**src/rtl/flash_cfg_pkg.sv**
```systemverilog
package flash_cfg_pkg;

    // Command codes
    localparam logic [7:0] OP_WRITE_LATCH_SET = 8'h06;
    localparam logic [7:0] OP_WRITE_LATCH_CLR = 8'h04;
    localparam logic [7:0] OP_STATUS_READ     = 8'h05;
    localparam logic [7:0] OP_STATUS_WRITE    = 8'h01;
    localparam logic [7:0] OP_FUNC_WRITE      = 8'h42;
    localparam logic [7:0] OP_FUNC_READ       = 8'h48;
    localparam logic [7:0] OP_PARAMS_SET      = 8'hc0;
    localparam logic [7:0] OP_PARAMS_READ     = 8'h61;
    localparam logic [7:0] OP_PAGE_PROG       = 8'h02;
    localparam logic [7:0] OP_PAGE_PROG_Q1    = 8'h32;
    localparam logic [7:0] OP_PAGE_PROG_Q2    = 8'h38;
    localparam logic [7:0] OP_SECT_ERASE_A    = 8'hd7;
    localparam logic [7:0] OP_SECT_ERASE_B    = 8'h20;
    localparam logic [7:0] OP_BLK32_ERASE     = 8'h52;
    localparam logic [7:0] OP_BLK64_ERASE     = 8'hd8;
    localparam logic [7:0] OP_CHIP_ERASE_A    = 8'hc7;
    localparam logic [7:0] OP_CHIP_ERASE_B    = 8'h60;
    localparam logic [7:0] OP_INFO_PROG       = 8'h62;
    localparam logic [7:0] OP_INFO_ERASE      = 8'h64;
    localparam logic [7:0] OP_RD_NORMAL       = 8'h03;
    localparam logic [7:0] OP_RD_FAST         = 8'h0b;
    localparam logic [7:0] OP_RD_DTR          = 8'h0d;
    localparam logic [7:0] OP_RD_DUAL_OUT     = 8'h3b;
    localparam logic [7:0] OP_RD_QUAD_OUT     = 8'h6b;
    localparam logic [7:0] OP_RD_DUAL_IO      = 8'hbb;
    localparam logic [7:0] OP_RD_DUAL_DTR     = 8'hbd;
    localparam logic [7:0] OP_RD_QUAD_IO      = 8'heb;
    localparam logic [7:0] OP_RD_QUAD_DTR     = 8'hed;

    // Frame bit counts at which fields are complete
    localparam logic [5:0] BITS_OPCODE = 6'h08;
    localparam logic [5:0] BITS_DATA   = 6'h10;
    localparam logic [5:0] BITS_ADDR   = 6'h20;

    // Status register fields
    localparam int ST_LOCK  = 7;
    localparam int ST_QE    = 6;
    localparam int ST_BP_HI = 5;
    localparam int ST_BP_LO = 2;
    localparam int ST_WEL   = 1;
    localparam int ST_WIP   = 0;

    // Function register fields
    localparam int FN_BOTTOM = 1;
    localparam int FN_PROGRAM_PAUSED_FLAG   = 2;
    localparam int FN_ERASE_PAUSED_FLAG   = 3;
    localparam logic [7:0] FN_OTP_MASK = 8'hf2;

    // Read parameter fields and reset value
    localparam logic [7:0] RP_RESET   = 8'he0;
    localparam int         RP_WRAP_EN = 2;

    // Info-row select lives in these address bits
    localparam int INFO_ROW_HI = 13;
    localparam int INFO_ROW_LO = 12;

    // Array operation kinds handed to the core
    typedef enum logic [2:0] {
        KIND_PROGRAM    = 3'b000,
        KIND_SECTOR     = 3'b001,
        KIND_BLOCK32    = 3'b010,
        KIND_BLOCK64    = 3'b011,
        KIND_CHIP       = 3'b100,
        KIND_INFO_PROG  = 3'b101,
        KIND_INFO_ERASE = 3'b110,
        KIND_NONE       = 3'b111
    } array_kind_t;

endpackage

```
**src/rtl/flash_cfg_regs.sv**
```systemverilog
`timescale 1ns/1ns
// Summary of operation
// - Program or erase into the protected block range is refused.
// - Whole-array erase is ignored unless all protect-level bits are zero.
// - Lock set with write-protect pin low: status write ignored, fields read-only.
// - Lock clear or write-protect pin high: status write updates protection fields.
// - Quad enable 0: pins are write-protect and hold; 1: pins are IO2/IO3.
// - Top levels 1..7 protect 2^(level-1) 64 KB blocks ending at block 127.
// - Top protect-level bit set protects all 128 blocks regardless of others.
// - Bottom select applies range from block 0 up; cannot return to top.
// - One-time-programmable function bits stay 1 once written to 1.
// - Program-paused flag sets on suspend during program, clears on resume.
// - Erase-paused flag sets on suspend during erase, clears on resume.
// - Info-row lock bits default 0; once 1 they block that row's programming.
// - Read-parameters-set command loads all eight read parameter bits.
// - Drive strength 7:5, dummy select 4:3, wrap enable 2; reset 8'he0.
// - Burst codes give 8/16/32/64 bytes; wrap enable selects wrap or sequential.
// - QPI fast read and quad I/O read: codes give 6/4/8/10 dummy cycles.
// - Other reads: quad DTR 3/2/4/5, dual DTR 2/2/4/4, dual I/O 4/4/8/8, fixed ones.
// - Writes need the write latch set first; read-parameter set is exempt.
// - Register reads repeat the same byte until chip select rises.
// - Lock, quad enable and protect level reset to 0, changed only by status write.
module flash_cfg_regs (
    input  wire logic        clk,
    input  wire logic        rstn,
    input  wire logic        sck,
    input  wire logic        cs_n,
    input  wire logic        si,
    input  wire logic        wp_n_io2_in,
    input  wire logic        hold_n_io3_in,
    input  wire logic        qpi_mode,
    input  wire logic        core_busy,
    input  wire logic        program_active,
    input  wire logic        erase_active,
    input  wire logic        suspend_req,
    input  wire logic        resume_req,
    output logic             so_out,
    output logic             so_oe_n,
    output logic             quad_io_enable,
    output logic             hold_active,
    output logic [2:0]       drive_strength,
    output logic             wrap_enable,
    output logic [6:0]       wrap_bytes,
    output logic [3:0]       read_dummy,
    output logic             write_latch,
    output logic             array_go,
    output logic             array_refused,
    output logic [2:0]       array_kind,
    output logic [22:0]      array_addr
);

    // Protection check on one 64 KB block index
    function automatic logic blk_protected(input logic [6:0] blk, input logic [3:0] level,
                                           input logic bottom);
        logic [7:0] span;
        span = 8'h01 << level[2:0];
        span = span >> 1;
        if (level == 4'h0) begin
            blk_protected = 1'b0;
        end else if (level[3]) begin
            blk_protected = 1'b1;
        end else if (bottom) begin
            blk_protected = {1'b0, blk} < span;
        end else begin
            blk_protected = {1'b0, blk} >= (8'h80 - span);
        end
    endfunction

    // Dummy cycles for a read opcode and dummy select code
    function automatic logic [3:0] dummy_for(input logic [7:0] op, input logic qpi,
                                             input logic [1:0] code);
        logic [3:0] q;
        logic [3:0] d;
        // Double-rate quad steps 3/2/4/5, which no simple sum of the code gives
        d = code[1] ? {3'b010, code[0]} : {3'b001, ~code[0]};
        case (code)
            2'b00:   q = 4'h6;
            2'b01:   q = 4'h4;
            2'b10:   q = 4'h8;
            default: q = 4'ha;
        endcase
        case (op)
            // QPI fast read and quad I/O
            flash_cfg_pkg::OP_RD_FAST:     dummy_for = qpi ? q : 4'h8;
            flash_cfg_pkg::OP_RD_QUAD_IO:  dummy_for = q;
            flash_cfg_pkg::OP_RD_DTR:      dummy_for = qpi ? d : 4'h4;
            flash_cfg_pkg::OP_RD_QUAD_DTR: dummy_for = d;
            flash_cfg_pkg::OP_RD_DUAL_DTR: dummy_for = code[1] ? 4'h4 : 4'h2;
            flash_cfg_pkg::OP_RD_DUAL_IO:  dummy_for = code[1] ? 4'h8 : 4'h4;
            flash_cfg_pkg::OP_RD_DUAL_OUT: dummy_for = 4'h8;
            flash_cfg_pkg::OP_RD_QUAD_OUT: dummy_for = 4'h8;
            default:                       dummy_for = 4'h0;
        endcase
    endfunction

    // Link pins, two stages each plus a history stage for edges
    logic [1:0] sck_q;
    logic       sck_prev_q;
    logic [1:0] cs_q;
    logic       cs_prev_q;
    logic [1:0] si_q;
    logic [1:0] wp_q;
    logic [1:0] hold_q;

    // Frame state
    logic [5:0]  cnt_q;
    logic [5:0]  cnt_d;
    logic [23:0] sh_q;
    logic [23:0] sh_d;
    logic [7:0]  op_q;
    logic [7:0]  data_q;
    logic [22:0] addr_q;
    logic [2:0]  out_idx_q;

    // Registers
    logic [7:0] status_q;
    logic [7:0] func_q;
    logic [7:0] params_q;
    logic       wel_q;

    // Output flops
    logic        so_q;
    logic        so_oe_n_q;
    logic        hold_q_out;
    logic [3:0]  dummy_q;
    logic        go_q;
    logic        refused_q;
    logic [2:0]  kind_q;
    logic [22:0] out_addr_q;

    // Two-flop synchronisers; first stage feeds only the second
    always_ff @(posedge clk) begin
        if (!rstn) begin
            sck_q      <= 2'b00;
            sck_prev_q <= 1'b0;
            cs_q       <= 2'b11;
            cs_prev_q  <= 1'b1;
            si_q       <= 2'b00;
            wp_q       <= 2'b11;
            hold_q     <= 2'b11;
        end else begin
            sck_q      <= {sck_q[0], sck};
            sck_prev_q <= sck_q[1];
            cs_q       <= {cs_q[0], cs_n};
            cs_prev_q  <= cs_q[1];
            si_q       <= {si_q[0], si};
            wp_q       <= {wp_q[0], wp_n_io2_in};
            hold_q     <= {hold_q[0], hold_n_io3_in};
        end
    end

    // Pin functions and edge detection
    // control pins only while quad enable is clear
    wire qe         = status_q[flash_cfg_pkg::ST_QE];
    wire wp_low     = ~qe & ~wp_q[1];
    wire hold_on    = ~qe & ~hold_q[1];
    wire cs_active  = ~cs_q[1];
    wire sck_rise   = cs_active & ~hold_on & sck_q[1] & ~sck_prev_q;
    wire sck_fall   = cs_active & ~hold_on & ~sck_q[1] & sck_prev_q;
    wire cs_rise    = cs_q[1] & ~cs_prev_q;
    wire [7:0] byte_in = {sh_q[6:0], si_q[1]};

    // Command decode, evaluated at chip select rise
    wire [3:0] level     = status_q[flash_cfg_pkg::ST_BP_HI:flash_cfg_pkg::ST_BP_LO];
    wire       bottom    = func_q[flash_cfg_pkg::FN_BOTTOM];
    wire       has_data  = cnt_q >= flash_cfg_pkg::BITS_DATA;
    wire       has_addr  = cnt_q >= flash_cfg_pkg::BITS_ADDR;
    wire       is_prog   = (op_q == flash_cfg_pkg::OP_PAGE_PROG) | (op_q == flash_cfg_pkg::OP_PAGE_PROG_Q1)
                           | (op_q == flash_cfg_pkg::OP_PAGE_PROG_Q2);
    wire       is_sect   = (op_q == flash_cfg_pkg::OP_SECT_ERASE_A) | (op_q == flash_cfg_pkg::OP_SECT_ERASE_B);
    wire       is_b32    = op_q == flash_cfg_pkg::OP_BLK32_ERASE;
    wire       is_b64    = op_q == flash_cfg_pkg::OP_BLK64_ERASE;
    wire       is_chip   = (op_q == flash_cfg_pkg::OP_CHIP_ERASE_A) | (op_q == flash_cfg_pkg::OP_CHIP_ERASE_B);
    wire       is_iprog  = op_q == flash_cfg_pkg::OP_INFO_PROG;
    wire       is_ierase = op_q == flash_cfg_pkg::OP_INFO_ERASE;
    wire       addr_op   = is_prog | is_sect | is_b32 | is_b64 | is_iprog | is_ierase;
    wire       array_op  = (addr_op & has_addr) | (is_chip & cnt_q == flash_cfg_pkg::BITS_OPCODE);
    wire [1:0] row_sel   = addr_q[flash_cfg_pkg::INFO_ROW_HI:flash_cfg_pkg::INFO_ROW_LO];
    wire       row_lock  = func_q[3'd4 + {1'b0, row_sel}];

    // block index from the upper address bits
    wire       blk_prot  = blk_protected(addr_q[22:16], level, bottom);

    // protected range, chip erase needs level 0, locked rows
    wire       prot_hit  = ((is_prog | is_sect | is_b32 | is_b64) & blk_prot)
                           | (is_chip & level != 4'h0) | (is_iprog & row_lock);

    // writes need the latch and an idle core
    wire       may_write = wel_q & ~core_busy;

    // lock with pin low blocks status writes; otherwise allowed
    wire       st_locked = status_q[flash_cfg_pkg::ST_LOCK] & wp_low;
    wire       do_st_wr  = cs_rise & (op_q == flash_cfg_pkg::OP_STATUS_WRITE) & has_data & may_write & ~st_locked;
    wire       do_fn_wr  = cs_rise & (op_q == flash_cfg_pkg::OP_FUNC_WRITE) & has_data & may_write;
    wire       do_rp_wr  = cs_rise & (op_q == flash_cfg_pkg::OP_PARAMS_SET) & has_data;
    wire       do_go     = cs_rise & array_op & may_write & ~prot_hit;
    wire       do_refuse = cs_rise & array_op & ~(may_write & ~prot_hit);

    // Register read selection; live value so status reflects current state
    wire [7:0] status_rd = {status_q[7:2], wel_q, core_busy};
    wire       is_rd_reg = (op_q == flash_cfg_pkg::OP_STATUS_READ) | (op_q == flash_cfg_pkg::OP_FUNC_READ)
                           | (op_q == flash_cfg_pkg::OP_PARAMS_READ);
    wire [7:0] rd_byte   = (op_q == flash_cfg_pkg::OP_STATUS_READ) ? status_rd :
                           (op_q == flash_cfg_pkg::OP_FUNC_READ)   ? func_q : params_q;
    wire       reading   = is_rd_reg & (cnt_q >= flash_cfg_pkg::BITS_OPCODE);

    // Shift and count on link rising edges; a new frame starts from zero
    always_comb begin
        cnt_d = cnt_q;
        sh_d  = sh_q;
        if (!cs_active) begin
            cnt_d = 6'h00;
        end else if (sck_rise) begin
            sh_d = {sh_q[22:0], si_q[1]};
            if (cnt_q != 6'h3f) begin
                cnt_d = cnt_q + 6'h01;  // Saturates; long program data is not counted
            end
        end
    end

    // Frame capture
    always_ff @(posedge clk) begin
        if (!rstn) begin
            cnt_q  <= 6'h00;
            sh_q   <= 24'h000000;
            op_q   <= 8'h00;
            data_q <= 8'h00;
            addr_q <= 23'h000000;
        end else begin
            cnt_q <= cnt_d;
            sh_q  <= sh_d;
            if (sck_rise && cnt_q == flash_cfg_pkg::BITS_OPCODE - 6'h01) begin
                op_q <= byte_in;
            end
            if (sck_rise && cnt_q == flash_cfg_pkg::BITS_DATA - 6'h01) begin
                data_q <= byte_in;
            end
            if (sck_rise && cnt_q == flash_cfg_pkg::BITS_ADDR - 6'h01) begin
                addr_q <= {sh_q[21:0], si_q[1]};
            end
        end
    end

    // Write latch; a set arriving with an executed write wins
    always_ff @(posedge clk) begin
        if (!rstn) begin
            wel_q <= 1'b0;
        end else if (cs_rise && op_q == flash_cfg_pkg::OP_WRITE_LATCH_SET) begin
            wel_q <= 1'b1;
        end else if ((cs_rise && op_q == flash_cfg_pkg::OP_WRITE_LATCH_CLR) || do_st_wr || do_fn_wr || do_go) begin
            wel_q <= 1'b0;
        end
    end

    // Status register; no stored copy survives power, so reset is the factory zero
    always_ff @(posedge clk) begin
        if (!rstn) begin
            status_q <= 8'h00;
        // only the status write touches these bits
        end else if (do_st_wr) begin
            status_q <= {data_q[7:2], 2'b00};
        end
    end

    // Function register; suspend flags set over clear if both land together
    always_ff @(posedge clk) begin
        if (!rstn) begin
            func_q <= 8'h00;
        end else begin
            // one-time bits only ever gain ones; bit 0 stays zero
            if (do_fn_wr) begin
                func_q[7:4] <= func_q[7:4] | (data_q[7:4] & flash_cfg_pkg::FN_OTP_MASK[7:4]);
                func_q[1]   <= func_q[1] | data_q[1];
            end
            if (suspend_req && program_active) begin
                func_q[flash_cfg_pkg::FN_PROGRAM_PAUSED_FLAG] <= 1'b1;
            end else if (resume_req) begin
                func_q[flash_cfg_pkg::FN_PROGRAM_PAUSED_FLAG] <= 1'b0;
            end
            if (suspend_req && erase_active) begin
                func_q[flash_cfg_pkg::FN_ERASE_PAUSED_FLAG] <= 1'b1;
            end else if (resume_req) begin
                func_q[flash_cfg_pkg::FN_ERASE_PAUSED_FLAG] <= 1'b0;
            end
            func_q[0] <= 1'b0;
        end
    end

    // Read parameters, volatile
    always_ff @(posedge clk) begin
        if (!rstn) begin
            params_q <= flash_cfg_pkg::RP_RESET;
        // all eight bits from the data byte
        end else if (do_rp_wr) begin
            params_q <= data_q;
        end
    end

    // Register read-out on falling link edges
    always_ff @(posedge clk) begin
        if (!rstn) begin
            out_idx_q <= 3'h7;
            so_q      <= 1'b0;
            so_oe_n_q <= 1'b1;
        end else if (!cs_active) begin
            out_idx_q <= 3'h7;
            so_oe_n_q <= 1'b1;
        end else if (sck_fall && reading) begin
            // index wraps so the same byte repeats
            so_q      <= rd_byte[out_idx_q];
            out_idx_q <= out_idx_q - 3'h1;
            so_oe_n_q <= 1'b0;
        end
    end

    // Core hand-off and read configuration outputs
    always_ff @(posedge clk) begin
        if (!rstn) begin
            go_q       <= 1'b0;
            refused_q  <= 1'b0;
            kind_q     <= flash_cfg_pkg::KIND_NONE;
            out_addr_q <= 23'h000000;
            dummy_q    <= 4'h0;
            hold_q_out <= 1'b0;
        end else begin
            go_q       <= do_go;
            refused_q  <= do_refuse;
            hold_q_out <= hold_on;
            if (do_go) begin
                out_addr_q <= addr_q;
                kind_q     <= is_prog   ? flash_cfg_pkg::KIND_PROGRAM :
                              is_sect   ? flash_cfg_pkg::KIND_SECTOR :
                              is_b32    ? flash_cfg_pkg::KIND_BLOCK32 :
                              is_b64    ? flash_cfg_pkg::KIND_BLOCK64 :
                              is_chip   ? flash_cfg_pkg::KIND_CHIP :
                              is_iprog  ? flash_cfg_pkg::KIND_INFO_PROG : flash_cfg_pkg::KIND_INFO_ERASE;
            end
            // dummy count follows the opcode just taken
            dummy_q <= dummy_for(op_q, qpi_mode, params_q[4:3]);
        end
    end

    // read parameter fields straight from their flop
    assign drive_strength = params_q[7:5];
    assign wrap_enable    = params_q[flash_cfg_pkg::RP_WRAP_EN];
    assign wrap_bytes     = 7'h08 << params_q[1:0];
    assign quad_io_enable = status_q[flash_cfg_pkg::ST_QE];
    assign write_latch    = wel_q;
    assign hold_active    = hold_q_out;
    assign read_dummy     = dummy_q;
    assign so_out         = so_q;
    assign so_oe_n        = so_oe_n_q;
    assign array_go       = go_q;
    assign array_refused  = refused_q;
    assign array_kind     = kind_q;
    assign array_addr     = out_addr_q;

endmodule

```
**config.mk**
```make
export PLATFORM = sky130hd
export DESIGN_NAME = flash_cfg_regs
export DESIGN_NICKNAME = d
export VERILOG_FILES = /design/src/rtl/flash_cfg_pkg.sv /design/src/rtl/flash_cfg_regs.sv
export SDC_FILE = /design/constraint.sdc
export NUM_CORES = 1
export LEC_CHECK = 0
export BUFFER_PORTS_ARGS = -buffer_cell sky130_fd_sc_hd__clkbuf_2
export CORE_MARGIN = 4
export CORE_UTILIZATION = 53
export DETAILED_ROUTE_END_ITERATION = 8
export GPL_ROUTABILITY_DRIVEN = 0
export PLACE_DENSITY_LB_ADDON = 0.15
export SYNTH_ARGS = -nofsm -noshare
export SYNTH_HDL_FRONTEND = slang
export SYNTH_SLANG_ARGS = --single-unit
```
**constraint.sdc**
```tcl
create_clock -name clk -period 3.9 [get_ports clk]
set_clock_uncertainty 0.2 [all_clocks]
set_input_delay 0.195 -clock clk [delete_from_list [all_inputs] [get_ports clk]]
set_output_delay 0.195 -clock clk [all_outputs]
set_load 0.02 [all_outputs]
```
==> metrics.md <==
| Metric | Value |
|---|---|
| DR vias/cell | `5.61` |
| Fin crit share | `between 90% and 100%` |
| Post-route ant nets | `0` |
| Mapped Avg Cell Area | `8.98 µm²` |
| Hold depth | `4` |
| Worst Path Required | `approximately 4 ns` |
| Clock transition at path regs | `roughly 0.06 ns` |
| Area grow syn2layout | `15.9%` |
| WHS Endpoint | `read_dummy[1]$_SDFF_PN0_` |
| Most common flop cell mapped by yosys | `dfxtp_1` |
| Crit start category | `flip-flop` |
| Top cells by area, synth | `dfxtp_1, mux2i_1, nand2_1` |
| NetSw | `674 µW` |
| Part of the power in registers | `a little under half` |
| Final period demand of the worst path | `roughly 3.6 ns` |
| Slew @ Worst Pin | `approximately 0.97 ns` |
| Drt first-iter violations | `334` |
| Maxcap violations | `0` |
| Clk root buf | `clkbuf_16` |
| Final setup fails | `0` |
| Top cell type's share of synthesized area | `between 40% and 50%` |
| Post-Syn Area | `6410 µm²` |
| Crit path largest cell delay | `about 0.48 ns` |
| Combinational Power Share | `between 1.5 and 2%` |
| Detailed Route WL | `approximately 15000 µm` |
| Dpl hpwl | `10300 µm` |
| Final Hold Vio Count | `0` |
| WL/cell | `16.4 µm` |
| Drt drc | `0` |
| Max-slew violation count | `0` |
| Cts bufs inserted | `17` |
| # clock sinks | `approximately 140` |
| Switch share | `21.9%` |
| Via count | `between 5000 and 6000` |
| Worst-skew pair later-pin latency | `about 0.43 ns` |
| Cells along the critical path | `or3b_2, ha_1, nand2b_1, o21ai_0, ha_1, a21oi_1, and3_1, o21ai_0, a2111o_1, a211oi_4, buf_4, mux2_2` |
| Die H | `118 µm` |
| GRT Total Usage | `22.4%` |
| Initial core utilization | `between 50% and 60%` |
| Sum of negative setup slack | `0 ns` |
| CP max-delay cell | `or3b_2` |
| Worst R2R Start | `status_q[3]$_SDFFE_PN0P_` |
| R2R depth | `12` |
| Arr. time, crit path | `roughly 3.8 ns` |
| FF-to-FF End | `array_kind[0]$_SDFFE_PN1P_` |
| Total die area | `approximately 14000 µm²` |
| Antenna Diode Count | `0` |
| Max-slew headroom | `a little over a third` |
| Grt total ovfl | `0` |
| Fraction of layout cells with a size suffix above 1 | `~15%` |
| Most common cell after layout, fill and taps aside | `dfxtp_1` |
| Htree depth | `4` |
| Most frequent cells in the layout | `dfxtp_1, nand2_1, nor2_1` |
| Power Total | `a little over 3000 µW` |
| Pint | `about 2400 µW` |
| Largest net degree at the start of global routing | `67` |
| PD cells | `415 nW/µm²` |
| RSZ-0062 raised after global routing | `false` |
| Number of synthesized flops with an enable pin | `0` |
| Sequential Area | `~2800 µm²` |
| Post-synthesis sequential area ratio | `around 43%` |
| Fmax | `between 200 and 300 MHz` |
| Clk network pwr share | `51.7%` |
| Core ar. | `between 10000 and 15000 µm²` |
| Ys Warns | `0` |
| Async S/R FF share, synth | `0%` |
| Syn Inst Count | `714` |
| CTS tree | `built` |
| Port-buffer cells | `57` |
| CP max FO | `5` |
| Initial antenna violation count | `0` |
| Cell row count | `39` |
| DRT Pass-1 Iters | `6` |
| Crit end category | `flip-flop` |
| Worst Hold Launch | `qpi_mode` |
| Synthesized flop and latch total | `approximately 140` |
| Hold Crit Class | `primary input to flip-flop` |
| Status | `finished clean` |
| Ports | `61` |
| Reg2Reg Setup Slack | `~0.25 ns` |
| Pleak | `approximately 0.0029 µW` |
| Vias in the first global route | `around 5000` |
| Crit path kind | `flip-flop to flip-flop` |
| Final #Nets | `between 700 and 800` |
| Die X | `118 µm` |
| Maximum VDD drop | `0.334 mV` |
| First-pass GRT wire length | `roughly 25000 µm` |
| Layout fillers | `around 970` |
| Yosys top cell by area | `dfxtp_1` |
| Cell variety after synth | `70` |
| Multi-input logic area | `approximately 3300 µm²` |
| CTS Buffer Depth | `2` |
==> power by group through the flow <==
stage	logic [µW]	registers, µW	clock network [µW]
CTS	57.8	1430	1610
global placement	49.0	1460	0
global route	64.2	1430	1680
floorplan	36.7	1460	0
finish	58.3	1430	1590
detailed placement	50.4	1460	0
==> worst max-delay path, delay by kind of cell (launching register included) <==
kind	cells	cell delay [ns]
AO/OA/AOI/OAI	5	1.14
AND/OR/NAND/NOR	3	0.79
adder cells (fa/ha/maj)	2	0.57
flip-flops	1	0.35
multiplexers	1	0.32
buffers and inverters	1	0.18
==> cell type report <==
class	instances	share of cell area, %
Multi-Input combinational cell	508	44.5
Clock buffer	19	5.97
Sequential cell	139	37.5
Timing Repair Buffer	78	6.67
Clock inverter	13	1.92
Tap cell	143	2.41
Inverter	21	1.06
==> cell families after synthesis <==
logic type | count (synthesis) | synth area share, %
AND/OR/NAND/NOR | 303 | 22.4
buffers and inverters | 69 | 5.49
flip-flops | 139 | 43.4
AO/OA/AOI/OAI | 85 | 8.88
multiplexers | 87 | 14.4
XOR/XNOR | 9 | 1.23
adder cells (fa/ha/maj) | 21 | 4.10
other | 1 | 0.0585
==> worst max-delay path by stage <==
stage	from	to	slack [ns]	cells past startpoint
floorplan	status_q[3]$_SDFFE_PN0P_	array_kind[0]$_SDFFE_PN1P_	0.24	13
global placement	status_q[3]$_SDFFE_PN0P_	array_addr[14]$_SDFFE_PN0P_	0.38	12
detailed placement	status_q[2]$_SDFFE_PN0P_	array_addr[19]$_SDFFE_PN0P_	0.27	12
CTS	status_q[3]$_SDFFE_PN0P_	array_addr[19]$_SDFFE_PN0P_	0.22	12
global route	status_q[3]$_SDFFE_PN0P_	array_kind[2]$_SDFFE_PN1P_	0.01	13
finish	status_q[3]$_SDFFE_PN0P_	array_kind[0]$_SDFFE_PN1P_	0.25	12
==> sequential cells by signal, summed over array words and instances, names as in the netlist, 2 cells and up <==
| name | count |
|---|---|
| out_idx_q | 3 |
| read_dummy | 4 |
| func_q | 7 |
| sck_q | 2 |
| array_addr | 23 |
| status_q | 6 |
| cs_q | 2 |
| op_q | 8 |
| params_q | 8 |
| array_kind | 3 |
| cnt_q | 6 |
| si_q | 2 |
| addr_q | 23 |
| sh_q | 22 |
| wp_q | 2 |
| data_q | 8 |
| hold_q | 2 |
==> stage by stage <==
stage	utilization (%)	instances	worst slack (ns)	area, µm²	hold WS, ns
6_report	63.9	921	0.253	7420	0.0291
4_1_cts	63.6	918	0.222	7380	0.0196
5_1_grt	63.9	921	0.0121	7420	0.0716
3_3_place_gp	57.8	877	0.382	6710	0.183
3_5_place_dp	57.8	877	0.265	6710	0.186
2_1_floorplan	-	716	0.242	6420	0.0965
==> layer usage <==
metal	track usage (%)	routed length (µm)	part of all wire (%)
met1	29.7	6970	46
met2	35.9	7150	47
met5	0	0	0
met4	8.42	268	1.8
met3	4.66	740	4.9
==> Yosys cell counts (all sizes together), types with 3 or more instances <==
| cell | n |
|---|---|
| dfxtp | 139 |
| nand2 | 119 |
| nor2 | 89 |
| mux2i | 82 |
| a21oi | 34 |
| clkbuf | 28 |
| ha | 21 |
| buf | 20 |
| inv | 20 |
| nand2b | 12 |
| nand3 | 12 |
| o21ai | 10 |
| nor3 | 9 |
| and2 | 7 |
| and3 | 7 |
| o211ai | 7 |
| nor2b | 6 |
| a22oi | 5 |
| nand4 | 5 |
| nand4b | 5 |
| xor2 | 5 |
| mux4 | 4 |
| or3 | 4 |
| or4b | 4 |
| xnor2 | 4 |
| a211oi | 3 |
| a21o | 3 |
| a311o | 3 |
| a31oi | 3 |
| nand3b | 3 |
| nor4 | 3 |
| or2 | 3 |
==> timing repair <==
item	4_1_cts	5_1_grt
hold buffers	9	0
resized for setup	0	0
setup endpoints to repair	0	3
setup buffers	0	2
hold endpoints to repair	7	0
No activity file was read; power rests on OpenSTA's default activity.
